### src/verilog/ipr_regs.vh
/*
 constants for the interrupt priority register slice: register indexes,
 field positions, reset values. assumes a 16-bit register port.
*/
`ifndef IPR_REGS_VH
`define IPR_REGS_VH

`define IPR_ADDR_W        4
`define IPR_IDX_PRI11     4'h0
`define IPR_IDX_PRI12     4'h1
`define IPR_IDX_PRI13     4'h2
`define IPR_IDX_PRI14     4'h3
`define IPR_IDX_PRI15     4'h4
`define IPR_IDX_PRI16     4'h5
`define IPR_IDX_PRI17     4'h6
`define IPR_IDX_STATUS    4'h7
`define IPR_NUM_PRI       7

`define IPR_FLD_HI        14
`define IPR_FLD_MH        10
`define IPR_FLD_ML        6
`define IPR_FLD_LO        2

`define IPR_PRI_RESET     3'h4
`define IPR_PRI_OFF       3'h0
`define IPR_PRI11_MASK    16'h7_707
`define IPR_PRI14_MASK    16'h0_007
`define IPR_PRI15_MASK    16'h0_070
`define IPR_PRI16_MASK    16'h0_770
`define IPR_FULL_MASK     16'h7_777
`define IPR_PRI_RST_WORD  16'h4_444

`define IPR_LVL_HI        11
`define IPR_LVL_LO        8
`define IPR_VEC_HI        6
`define IPR_VEC_LO        0
`define IPR_VEC_BASE      8'h0_8

`endif

### src/verilog/ipr_status_store.v
/*
 small register store for the status word: level and vector, captured on
 an interrupt take, read data come out of a register.
 assumes the same clock, reset and enable as the priority slice.
*/
`timescale 1ns/10ps
module ipr_status_store (
   // clock and reset
   input  wire        clock,
   input  wire        resetn,
   input  wire        clockEn,
   // capture side
   input  wire        capture,
   input  wire [3:0]  levelIn,
   input  wire [6:0]  vectorIn,
   // read side
   output reg  [15:0] statusWord_reg
);
   always @(posedge clock or negedge resetn) begin
      if (!resetn) begin
         statusWord_reg <= 16'h0_000;
      end else if (clockEn && capture) begin
         statusWord_reg <= {4'h0, levelIn, 1'b0, vectorIn};
      end
   end
endmodule

### src/verilog/ipr_priority_slice.v
/*
 upper priority control registers of the interrupt controller and the
 status register reporting new cpu level and pending vector.
 assumes a synchronous register port with read data one cycle after
 the read strobe, and an arbiter outside that signals interrupt takes.
*/
// Functional notes
// - field code equals priority, 111 highest
// - field 000 disables the source entirely
// - unassigned bits always read zero
// - priority fields reset to level 4
// - register 11 holds timer6, dma4, outcmp8
// - register 12 holds timer8, i2c2 master/slave, timer7
// - register 14 holds only can2 event
// - register 15 holds only dma5 at 6-4
// - register 17 holds can tx, dma7, dma6
// - status bits 11-8 report new cpu level
// - status bits 6-0 report pending vector
`timescale 1ns/10ps
`include "ipr_regs.vh"
module ipr_priority_slice (
   // clock and reset
   input  wire        clock,
   input  wire        resetn,
   input  wire        clockEn,
   // register port
   input  wire [3:0]  regAddr,
   input  wire [15:0] regWrData,
   input  wire        regWrite,
   input  wire        regRead,
   output reg  [15:0] regRdData_reg,
   // interrupt take from the arbiter
   input  wire        irqTaken,
   input  wire [3:0]  takenLevel,
   input  wire [6:0]  takenVector,
   // priorities to the arbiter, 0 means disabled
   output reg  [2:0]  timer6_priority_reg,
   output reg  [2:0]  dma_ch4_done_priority_reg,
   output reg  [2:0]  outcmp8_priority_reg,
   output reg  [2:0]  timer8_priority_reg,
   output reg  [2:0]  i2c2_master_priority_reg,
   output reg  [2:0]  i2c2_slave_priority_reg,
   output reg  [2:0]  timer7_priority_reg,
   output reg  [2:0]  can2_rx_ready_priority_reg,
   output reg  [2:0]  ext_irq4_priority_reg,
   output reg  [2:0]  ext_irq3_priority_reg,
   output reg  [2:0]  timer9_priority_reg,
   output reg  [2:0]  can2_event_priority_reg,
   output reg  [2:0]  dma_ch5_done_priority_reg,
   output reg  [2:0]  uart2_error_priority_reg,
   output reg  [2:0]  uart1_error_priority_reg,
   output reg  [2:0]  can2_tx_request_priority_reg,
   output reg  [2:0]  can1_tx_request_priority_reg,
   output reg  [2:0]  dma_ch7_done_priority_reg,
   output reg  [2:0]  dma_ch6_done_priority_reg,
   // per-source enable from the priority field
   output reg  [18:0] sourceEnable_reg,
   // status fields
   output reg  [3:0]  new_cpu_level_reg,
   output reg  [6:0]  pending_vector_number_reg
);
   // implemented-bit mask for each priority register
   function [15:0] implMask;
      input [3:0] idx;
      begin
         case (idx)
            `IPR_IDX_PRI11: implMask = `IPR_PRI11_MASK;
            `IPR_IDX_PRI12: implMask = `IPR_FULL_MASK;
            `IPR_IDX_PRI13: implMask = `IPR_FULL_MASK;
            `IPR_IDX_PRI14: implMask = `IPR_PRI14_MASK;
            `IPR_IDX_PRI15: implMask = `IPR_PRI15_MASK;
            `IPR_IDX_PRI16: implMask = `IPR_PRI16_MASK;
            `IPR_IDX_PRI17: implMask = `IPR_FULL_MASK;
            default:        implMask = 16'h0_000;
         endcase
      end
   endfunction

   // field extract: a priority field in a given slot of a word, slot 0 lowest
   function [2:0] field;
      input [15:0] word;
      input [1:0]  slot;
      begin
         case (slot)
            2'd3:    field = word[`IPR_FLD_HI:`IPR_FLD_HI-2];
            2'd2:    field = word[`IPR_FLD_MH:`IPR_FLD_MH-2];
            2'd1:    field = word[`IPR_FLD_ML:`IPR_FLD_ML-2];
            default: field = word[`IPR_FLD_LO:0];
         endcase
      end
   endfunction

   reg  [15:0] priWord_reg [0:`IPR_NUM_PRI-1];
   wire [15:0] statusWord;
   wire        capture;
   reg  [15:0] regRdData_next;
   // next values of the output registers
   reg  [2:0]  timer6_priority_next;
   reg  [2:0]  dma_ch4_done_priority_next;
   reg  [2:0]  outcmp8_priority_next;
   reg  [2:0]  timer8_priority_next;
   reg  [2:0]  i2c2_master_priority_next;
   reg  [2:0]  i2c2_slave_priority_next;
   reg  [2:0]  timer7_priority_next;
   reg  [2:0]  can2_rx_ready_priority_next;
   reg  [2:0]  ext_irq4_priority_next;
   reg  [2:0]  ext_irq3_priority_next;
   reg  [2:0]  timer9_priority_next;
   reg  [2:0]  can2_event_priority_next;
   reg  [2:0]  dma_ch5_done_priority_next;
   reg  [2:0]  uart2_error_priority_next;
   reg  [2:0]  uart1_error_priority_next;
   reg  [2:0]  can2_tx_request_priority_next;
   reg  [2:0]  can1_tx_request_priority_next;
   reg  [2:0]  dma_ch7_done_priority_next;
   reg  [2:0]  dma_ch6_done_priority_next;
   reg  [3:0]  new_cpu_level_next;
   reg  [6:0]  pending_vector_number_next;
   // all source priorities side by side, in output port order, first source lowest
   wire [56:0] priVec;
   wire [18:0] sourceEnable_next;

   // each register keeps only its implemented bits, so unused ones read 0
   genvar g;
   generate
      for (g = 0; g < `IPR_NUM_PRI; g = g + 1) begin : gPri
         localparam [3:0] IDX = g;
         always @(posedge clock or negedge resetn) begin
            if (!resetn) begin
               priWord_reg[g] <= `IPR_PRI_RST_WORD & implMask(IDX);
            end else if (clockEn && regWrite && regAddr == IDX) begin
               priWord_reg[g] <= regWrData & implMask(IDX);
            end
         end
      end
   endgenerate

   // a take from the arbiter loads the status store
   assign capture = irqTaken;

   ipr_status_store uStatus (
      .clock          (clock),
      .resetn         (resetn),
      .clockEn        (clockEn),
      .capture        (capture),
      .levelIn        (takenLevel),
      .vectorIn       (takenVector),
      .statusWord_reg (statusWord)
   );

   always @* begin
      regRdData_next = 16'h0_000;
      if (regAddr == `IPR_IDX_STATUS) begin
         regRdData_next = statusWord;
      end else if (regAddr < `IPR_NUM_PRI) begin
         regRdData_next = priWord_reg[regAddr[2:0]];
      end
   end

   always @(posedge clock or negedge resetn) begin
      if (!resetn) begin
         regRdData_reg <= 16'h0_000;
      end else if (clockEn) begin
         regRdData_reg <= regRead ? regRdData_next : 16'h0_000;
      end
   end

   // the field value is the priority itself, no remapping, so the arbiter
   // compares codes directly
   always @* begin
      timer6_priority_next          = field(priWord_reg[0], 2'd3);
      dma_ch4_done_priority_next    = field(priWord_reg[0], 2'd2);
      outcmp8_priority_next         = field(priWord_reg[0], 2'd0);
      timer8_priority_next          = field(priWord_reg[1], 2'd3);
      i2c2_master_priority_next     = field(priWord_reg[1], 2'd2);
      i2c2_slave_priority_next      = field(priWord_reg[1], 2'd1);
      timer7_priority_next          = field(priWord_reg[1], 2'd0);
      can2_rx_ready_priority_next   = field(priWord_reg[2], 2'd3);
      ext_irq4_priority_next        = field(priWord_reg[2], 2'd2);
      ext_irq3_priority_next        = field(priWord_reg[2], 2'd1);
      timer9_priority_next          = field(priWord_reg[2], 2'd0);
      can2_event_priority_next      = field(priWord_reg[3], 2'd0);
      dma_ch5_done_priority_next    = field(priWord_reg[4], 2'd1);
      uart2_error_priority_next     = field(priWord_reg[5], 2'd2);
      uart1_error_priority_next     = field(priWord_reg[5], 2'd1);
      can2_tx_request_priority_next = field(priWord_reg[6], 2'd3);
      can1_tx_request_priority_next = field(priWord_reg[6], 2'd2);
      dma_ch7_done_priority_next    = field(priWord_reg[6], 2'd1);
      dma_ch6_done_priority_next    = field(priWord_reg[6], 2'd0);
      new_cpu_level_next            = statusWord[`IPR_LVL_HI:`IPR_LVL_LO];
      pending_vector_number_next    = statusWord[`IPR_VEC_HI:`IPR_VEC_LO];
   end

   assign priVec = {
      dma_ch6_done_priority_next,
      dma_ch7_done_priority_next,
      can1_tx_request_priority_next,
      can2_tx_request_priority_next,
      uart1_error_priority_next,
      uart2_error_priority_next,
      dma_ch5_done_priority_next,
      can2_event_priority_next,
      timer9_priority_next,
      ext_irq3_priority_next,
      ext_irq4_priority_next,
      can2_rx_ready_priority_next,
      timer7_priority_next,
      i2c2_slave_priority_next,
      i2c2_master_priority_next,
      timer8_priority_next,
      outcmp8_priority_next,
      dma_ch4_done_priority_next,
      timer6_priority_next};

   // a zero field keeps the source away from the processor
   localparam NUM_SRC = 19;
   genvar s;
   generate
      for (s = 0; s < NUM_SRC; s = s + 1) begin : gEn
         assign sourceEnable_next[s] = (priVec[3*s +: 3] != `IPR_PRI_OFF);
      end
   endgenerate

   // outputs follow the stored words one cycle later, one block per register
   always @(posedge clock or negedge resetn) begin
      if (!resetn) begin
         timer6_priority_reg       <= `IPR_PRI_RESET;
         dma_ch4_done_priority_reg <= `IPR_PRI_RESET;
         outcmp8_priority_reg      <= `IPR_PRI_RESET;
      end else if (clockEn) begin
         timer6_priority_reg       <= timer6_priority_next;
         dma_ch4_done_priority_reg <= dma_ch4_done_priority_next;
         outcmp8_priority_reg      <= outcmp8_priority_next;
      end
   end

   always @(posedge clock or negedge resetn) begin
      if (!resetn) begin
         timer8_priority_reg      <= `IPR_PRI_RESET;
         i2c2_master_priority_reg <= `IPR_PRI_RESET;
         i2c2_slave_priority_reg  <= `IPR_PRI_RESET;
         timer7_priority_reg      <= `IPR_PRI_RESET;
      end else if (clockEn) begin
         timer8_priority_reg      <= timer8_priority_next;
         i2c2_master_priority_reg <= i2c2_master_priority_next;
         i2c2_slave_priority_reg  <= i2c2_slave_priority_next;
         timer7_priority_reg      <= timer7_priority_next;
      end
   end

   always @(posedge clock or negedge resetn) begin
      if (!resetn) begin
         can2_rx_ready_priority_reg <= `IPR_PRI_RESET;
         ext_irq4_priority_reg      <= `IPR_PRI_RESET;
         ext_irq3_priority_reg      <= `IPR_PRI_RESET;
         timer9_priority_reg        <= `IPR_PRI_RESET;
      end else if (clockEn) begin
         can2_rx_ready_priority_reg <= can2_rx_ready_priority_next;
         ext_irq4_priority_reg      <= ext_irq4_priority_next;
         ext_irq3_priority_reg      <= ext_irq3_priority_next;
         timer9_priority_reg        <= timer9_priority_next;
      end
   end

   always @(posedge clock or negedge resetn) begin
      if (!resetn) begin
         can2_event_priority_reg <= `IPR_PRI_RESET;
      end else if (clockEn) begin
         can2_event_priority_reg <= can2_event_priority_next;
      end
   end

   always @(posedge clock or negedge resetn) begin
      if (!resetn) begin
         dma_ch5_done_priority_reg <= `IPR_PRI_RESET;
      end else if (clockEn) begin
         dma_ch5_done_priority_reg <= dma_ch5_done_priority_next;
      end
   end

   always @(posedge clock or negedge resetn) begin
      if (!resetn) begin
         uart2_error_priority_reg <= `IPR_PRI_RESET;
         uart1_error_priority_reg <= `IPR_PRI_RESET;
      end else if (clockEn) begin
         uart2_error_priority_reg <= uart2_error_priority_next;
         uart1_error_priority_reg <= uart1_error_priority_next;
      end
   end

   always @(posedge clock or negedge resetn) begin
      if (!resetn) begin
         can2_tx_request_priority_reg <= `IPR_PRI_RESET;
         can1_tx_request_priority_reg <= `IPR_PRI_RESET;
         dma_ch7_done_priority_reg    <= `IPR_PRI_RESET;
         dma_ch6_done_priority_reg    <= `IPR_PRI_RESET;
      end else if (clockEn) begin
         can2_tx_request_priority_reg <= can2_tx_request_priority_next;
         can1_tx_request_priority_reg <= can1_tx_request_priority_next;
         dma_ch7_done_priority_reg    <= dma_ch7_done_priority_next;
         dma_ch6_done_priority_reg    <= dma_ch6_done_priority_next;
      end
   end

   always @(posedge clock or negedge resetn) begin
      if (!resetn) begin
         new_cpu_level_reg         <= 4'h0;
         pending_vector_number_reg <= 7'h00;
      end else if (clockEn) begin
         new_cpu_level_reg         <= new_cpu_level_next;
         pending_vector_number_reg <= pending_vector_number_next;
      end
   end

   always @(posedge clock or negedge resetn) begin
      if (!resetn) begin
         sourceEnable_reg <= 19'h7_FFFF;
      end else if (clockEn) begin
         sourceEnable_reg <= sourceEnable_next;
      end
   end
endmodule

### config.mk
export PLATFORM = sky130hd
export DESIGN_NAME = ipr_priority_slice
export DESIGN_NICKNAME = d
export VERILOG_FILES = /design/src/verilog/ipr_status_store.v /design/src/verilog/ipr_priority_slice.v
export VERILOG_INCLUDE_DIRS = /design/src /design/src/verilog
export SDC_FILE = /design/constraint.sdc
export NUM_CORES = 1
export LEC_CHECK = 0
export ABC_AREA = 0
export CAP_MARGIN = 20
export CORE_UTILIZATION = 52
export CTS_CLUSTER_SIZE = 14
export DETAILED_ROUTE_END_ITERATION = 6
export DONT_BUFFER_PORTS = 1
export PLACE_DENSITY = 0.69
export SYNTH_ARGS = -nofsm -noshare
export SYNTH_HDL_FRONTEND = slang
export SYNTH_SLANG_ARGS = --single-unit
export TNS_END_PERCENT = 100
### constraint.sdc
create_clock -name clock -period 1.8 [get_ports clock]
set_clock_uncertainty 0.05 [all_clocks]
set_input_delay 0.18 -clock clock [delete_from_list [all_inputs] [get_ports clock]]
set_output_delay 0.18 -clock clock [all_outputs]
set_load 0.01 [all_outputs]
# [Yosys cells after proc, flatten, opt, wreduce, memory -nomap -nowiden]
# Index checks and enable logic that the tools add are counted.
[op_classes] bitwise_logic=1 eq_ne=7 n_reduce_logical=29 magnitude_cmp=2 mux=6
[op_table] op="2-to-1 mux 16 bit" n=5
[op_table] op="nonzero test 3 bit" n=19
[op_table] op="binary-select mux 16 bit (select 3 bit)" n=1
[op_table] op="equality test 4 x 3 -> 1 bit (second input constant)" n=4
[op_table] op="logical AND 1 bit" n=9
[op_table] op="equality test 4 x 2 -> 1 bit (second input constant)" n=2
[op_table] op="equality test 4 x 1 -> 1 bit (second input constant)" n=1
[op_table] op=">= comparator 4 bit (second input constant)" n=1
[op_table] op="logical NOT 4 bit" n=1
[op_table] op="less-than comparator 4 x 3 -> 1 bit (second input constant)" n=1
[op_table] op="NOT 3 -> 4 bit" n=1
[word_totals] regBits=171 inputBits=37 wordCells=76

# [Longest topological paths before layout]
[logic_depth] depth_word=7 ltp_mapped=6

# [Hierarchy]
# Synthesis repeated with hierarchy kept, for this count alone.
[hier_totals] cells_unflattened=521 area_unflattened_um2=7174.4
[by_module_without_submodules] module="ipr_priority_slice" area_per_inst_um2=6678.9 instances=1 seq_area_each_um2=4075.2 cells_each=491
[by_module_without_submodules] module="ipr_status_store" area_per_inst_um2=495.5 instances=1 seq_area_each_um2=275.3 cells_each=30

# [Least setup slack after synthesis]
# No wires, ideal clock.
[synth_timing] kind="flip-flop to flip-flop" startpoint="register priWord_reg (netlist bit dma_ch4_done_priority_next[1])" endpoint="register regRdData_reg[9]" t_required_ns=1.624 path_stages_with_launch=4 setup_time_ns=0.126 setup_slack_ns=0.410 arrival_ns=1.214 cell_sequence="dfrtp_1 > mux2_4 > a221o_1 > a221o_1"
[synth_via] elab_chain_cells=6
[synth_lines] element="start, declared" line="ipr_priority_slice.v:93" source="reg [15:0] priWord_reg [0:`IPR_NUM_PRI-1];"
[synth_lines] element="start signal, assigned by index" line="ipr_priority_slice.v:130" source="priWord_reg[g] <= `IPR_PRI_RST_WORD & implMask(IDX);"
[synth_lines] element="start signal, assigned by index" line="ipr_priority_slice.v:132" source="priWord_reg[g] <= regWrData & implMask(IDX);"
[synth_lines] element="binary-select mux 16 bit (select 3 bit)" line="ipr_priority_slice.v:156" source="regRdData_next = priWord_reg[regAddr[2:0]];"
[synth_lines] element="2-to-1 mux 16 bit (implied by the code) (2 in series)" line="ipr_priority_slice.v:156"
[synth_lines] element="2-to-1 mux 16 bit" line="ipr_priority_slice.v:155" source="end else if (regAddr < `IPR_NUM_PRI) begin"
[synth_lines] element="2-to-1 mux 16 bit" line="ipr_priority_slice.v:153" source="if (regAddr == `IPR_IDX_STATUS) begin"
[synth_lines] element="2-to-1 mux 16 bit" line="ipr_priority_slice.v:164" source="regRdData_reg <= regRead ? regRdData_next : 16'h0_000;"
[synth_lines] element="end signal, assigned" line="ipr_priority_slice.v:164"
[synth_lines] element="end, declared" line="ipr_priority_slice.v:31" source="output reg [15:0] regRdData_reg,"
# No other way between the ends. The select of a mux whose other input is x is not followed.
# A chain may end at the register's enable or synchronous reset.

# [Final worst setup path]
[layout_timing] startpoint="register priWord_reg (netlist bit priVec[2])" endpoint="register regRdData_reg[14]"
# The elaborated chain is that of the path after synthesis.

==> impl_metrics.json <==
{
  "status": "complete, but fails checks",
  "violations": "negative hold slack",
  "syn_area_um2": 7144,
  "finalSetupViolCount": 0,
  "clk_latency_ps": 430,
  "rsz0062_at_grt": "false",
  "vias": 4361,
  "cp_max_fo": 4,
  "synth.distinct_cells": 40,
  "first_pass_iters": 4,
  "die_w_um": 119.2,
  "overflow": 0,
  "drv_cap": 0,
  "whs_ps": -607.3,
  "fmax_ghz": 0.6020,
  "dpl.hpwl_um": 9660,
  "yosys_warnings": 0,
  "cts_tree": "done",
  "core_area_um2": 13300,
  "die_y_um": 119.2,
  "cp.required_ps": 2120,
  "synth-async-reset-ratio_pct": 100.0,
  "path_cells": "o21bai_1 > a2bb2oi_1 > o32ai_1 > dlygate4sd3_1",
  "cts_setup_buffers": 0,
  "hold_violations": 169,
  "routed_wirelength_um": 16600,
  "drtIter0Drc": 253,
  "numCtsBuffers": 17,
  "initial_core_util_pct": 53.74,
  "diodes": 0,
  "cts_buffer_depth": 2,
  "ys_ff_latch": 169,
  "netlist.area_leader.share_pct": 39.23,
  "synth_edf_count": 0,
  "report.final.slew_viol_count": 0,
  "clock_sinks": 169,
  "io_buffers": 0,
  "synthToLayoutAreaGrowth_pct": 21.56,
  "power.leakage_nw": 3.765,
  "drive_gt1_share_pct": 42.14,
  "place_congestion": 0.7487,
  "h-tree-depth": 4,
  "worst_ep_arrival_time_ps": 1980,
  "irDropWorstVdd_mv": 0.7484,
  "grt_max_degree": 170,
  "ant_nets": 0,
  "synthCells": 495,
  "nets": 603,
  "grt_pass1_vias": 4688,
  "largest_reg_flops": 19,
  "cts.clk_slew.worst_paths_ps": 60,
  "min_period_ps": 1661,
  "holdBufCountCts": 74,
  "yosys.area.top_type": "dfrtp_1",
  "grt_use_total_pct": 25.01,
  "avgSynthCellArea_um2": 14.43,
  "wire_per_inst_um": 21.99,
  "cp_slowest_stage_delay_ps": 580,
  "seq_area_frac_synth_pct": 60.19,
  "hold_path.class": "input pin to async pin",
  "antenna_found_initial": 0,
  "tns_ps": 0,
  "end_kind": "register",
  "power.density_nw_per_um2": 1313,
  "cts-root-buf": "clkbuf_16",
  "viasPerCell": 5.776,
  "grt_pass1_wl_um": 26590,
  "cp-start-kind": "register",
  "route.detailed.drc": 0,
  "cpMaxStageDelayCell": "dlygate4sd3_1",
  "synth_flop_cell": "dfrtp_1",
  "fillers": 959,
  "ioPinCount": 140,
  "period_share_pct": 92.29,
  "dieArea_um2": 14210,
  "rows": 42,
  "critPathKind": "register to register",
  "netlist_top_cells_area": "dfrtp_1 (39%), mux2_2 (22%), dfstp_2 (21%)"
}
## worst max-delay path, delay by kind of cell, from the launching register on
family / cells / cell delay, ps
DFF: 1 / 570
buffers and inverters: 1 / 580
AOI/OAI and AO/OA: 3 / 410
## stage by stage
stage / cell area, um^2 / setup slack [ps] / power [mW] / cells / util (%)
after floorplan: 7148 / 409.5 / 6.439 / 496 / -
after global routing: 8685 / 47.90 / 11.87 / 755 / 65.32
after global placement: 7233 / 342.1 / 6.673 / 649 / 54.40
final: 8685 / 138.8 / 11.41 / 755 / 65.32
after CTS: 8685 / 148.2 / 11.44 / 755 / 65.32
after detailed placement: 7233 / 330.9 / 6.739 / 649 / 54.40
## layout by cell type, fill, tap and decap left out, drive strengths merged, types with 5 or more instances in the layout
cell / count
nor2: 21
nand3b: 11
nor2b: 7
dfrtp: 112
dfstp: 57
mux2: 148
nand2: 6
clkbuf: 21
dlygate4sd3: 73
nor3: 19
nor3b: 5
a221o: 9
bufinv: 7
a21oi: 23
buf: 7
inv: 9
## metal layers
| layer | up-vias | part of all wire, % | track usage, % |
|---|---|---|---|
| met1 | 2255 | 45 | 33.51 |
| met2 | 138 | 46 | 38.41 |
| met4 | 0 | 1.8 | 9.652 |
| met3 | 21 | 7.2 | 7.328 |
| li1 | 1947 | - | - |
| met5 | - | 0 | 0 |
## repair_timing
item | in CTS | in global routing
endpoints found under the hold margin | 335 | 169
resized for setup | 0 | 0
setup endpoints to repair | 0 | 0
## final timing paths
path	from	endpoint	slack, ps	cells after the start
max	priVec[2]$_DFFE_PN1P_	regRdData_reg[14]$_DFFE_PN0P_	140	4
min	resetn	timer9_priority_reg[0]$_DFFE_PN0P_	-610	0
max reg2reg	priVec[2]$_DFFE_PN1P_	regRdData_reg[14]$_DFFE_PN0P_	140	4
min reg2reg	uStatus.statusWord_reg[3]$_DFFE_PN0P_	regRdData_reg[3]$_DFFE_PN0P_	480	1
max in group asynchronous	resetn	sourceEnable_reg[17]$_DFFE_PN1P_	2030	0
min in group clock	regAddr[0]	regRdData_reg[4]$_DFFE_PN0P_	70	2
## power breakdown
group	internal, mW	switching (mW)
Combinational	1.02	0.465
Sequential	4.77	0.876
Clock	2.78	1.49
## area by class of cell
type / count / area, um^2 / area share (%)
Clock inverter: 11 / 242.7 / 2.795
Inverter: 9 / 33.78 / 0.3890
Sequential cell: 169 / 4300 / 49.52
Multi-Input combinational cell: 289 / 2634 / 30.33
Timing Repair Buffer: 80 / 803.3 / 9.249
Clock buffer: 21 / 450.4 / 5.187
Tap cell: 176 / 220.2 / 2.536
## logic make-up after synthesis
kind of cell           share of synthesized area, %
other                                       0.05249
buffers and inverters                         2.995
multiplexers                                  23.96
AO/OA/AOI/OAI                                 6.042
flip-flops                                    60.19
AND/OR/NAND/NOR                               6.760
## Yosys cell counts (all sizes together), types with 4 or more instances
cell      n
nor2     21
nor3b     5
a21oi    23
buf      27
dfstp    57
inv       9
nor3     19
mux2    148
nand3b   11
a31oi     4
nand2     6
a221o     9
dfrtp   112
nor2b     7
(Power assumes the default switching activity.)
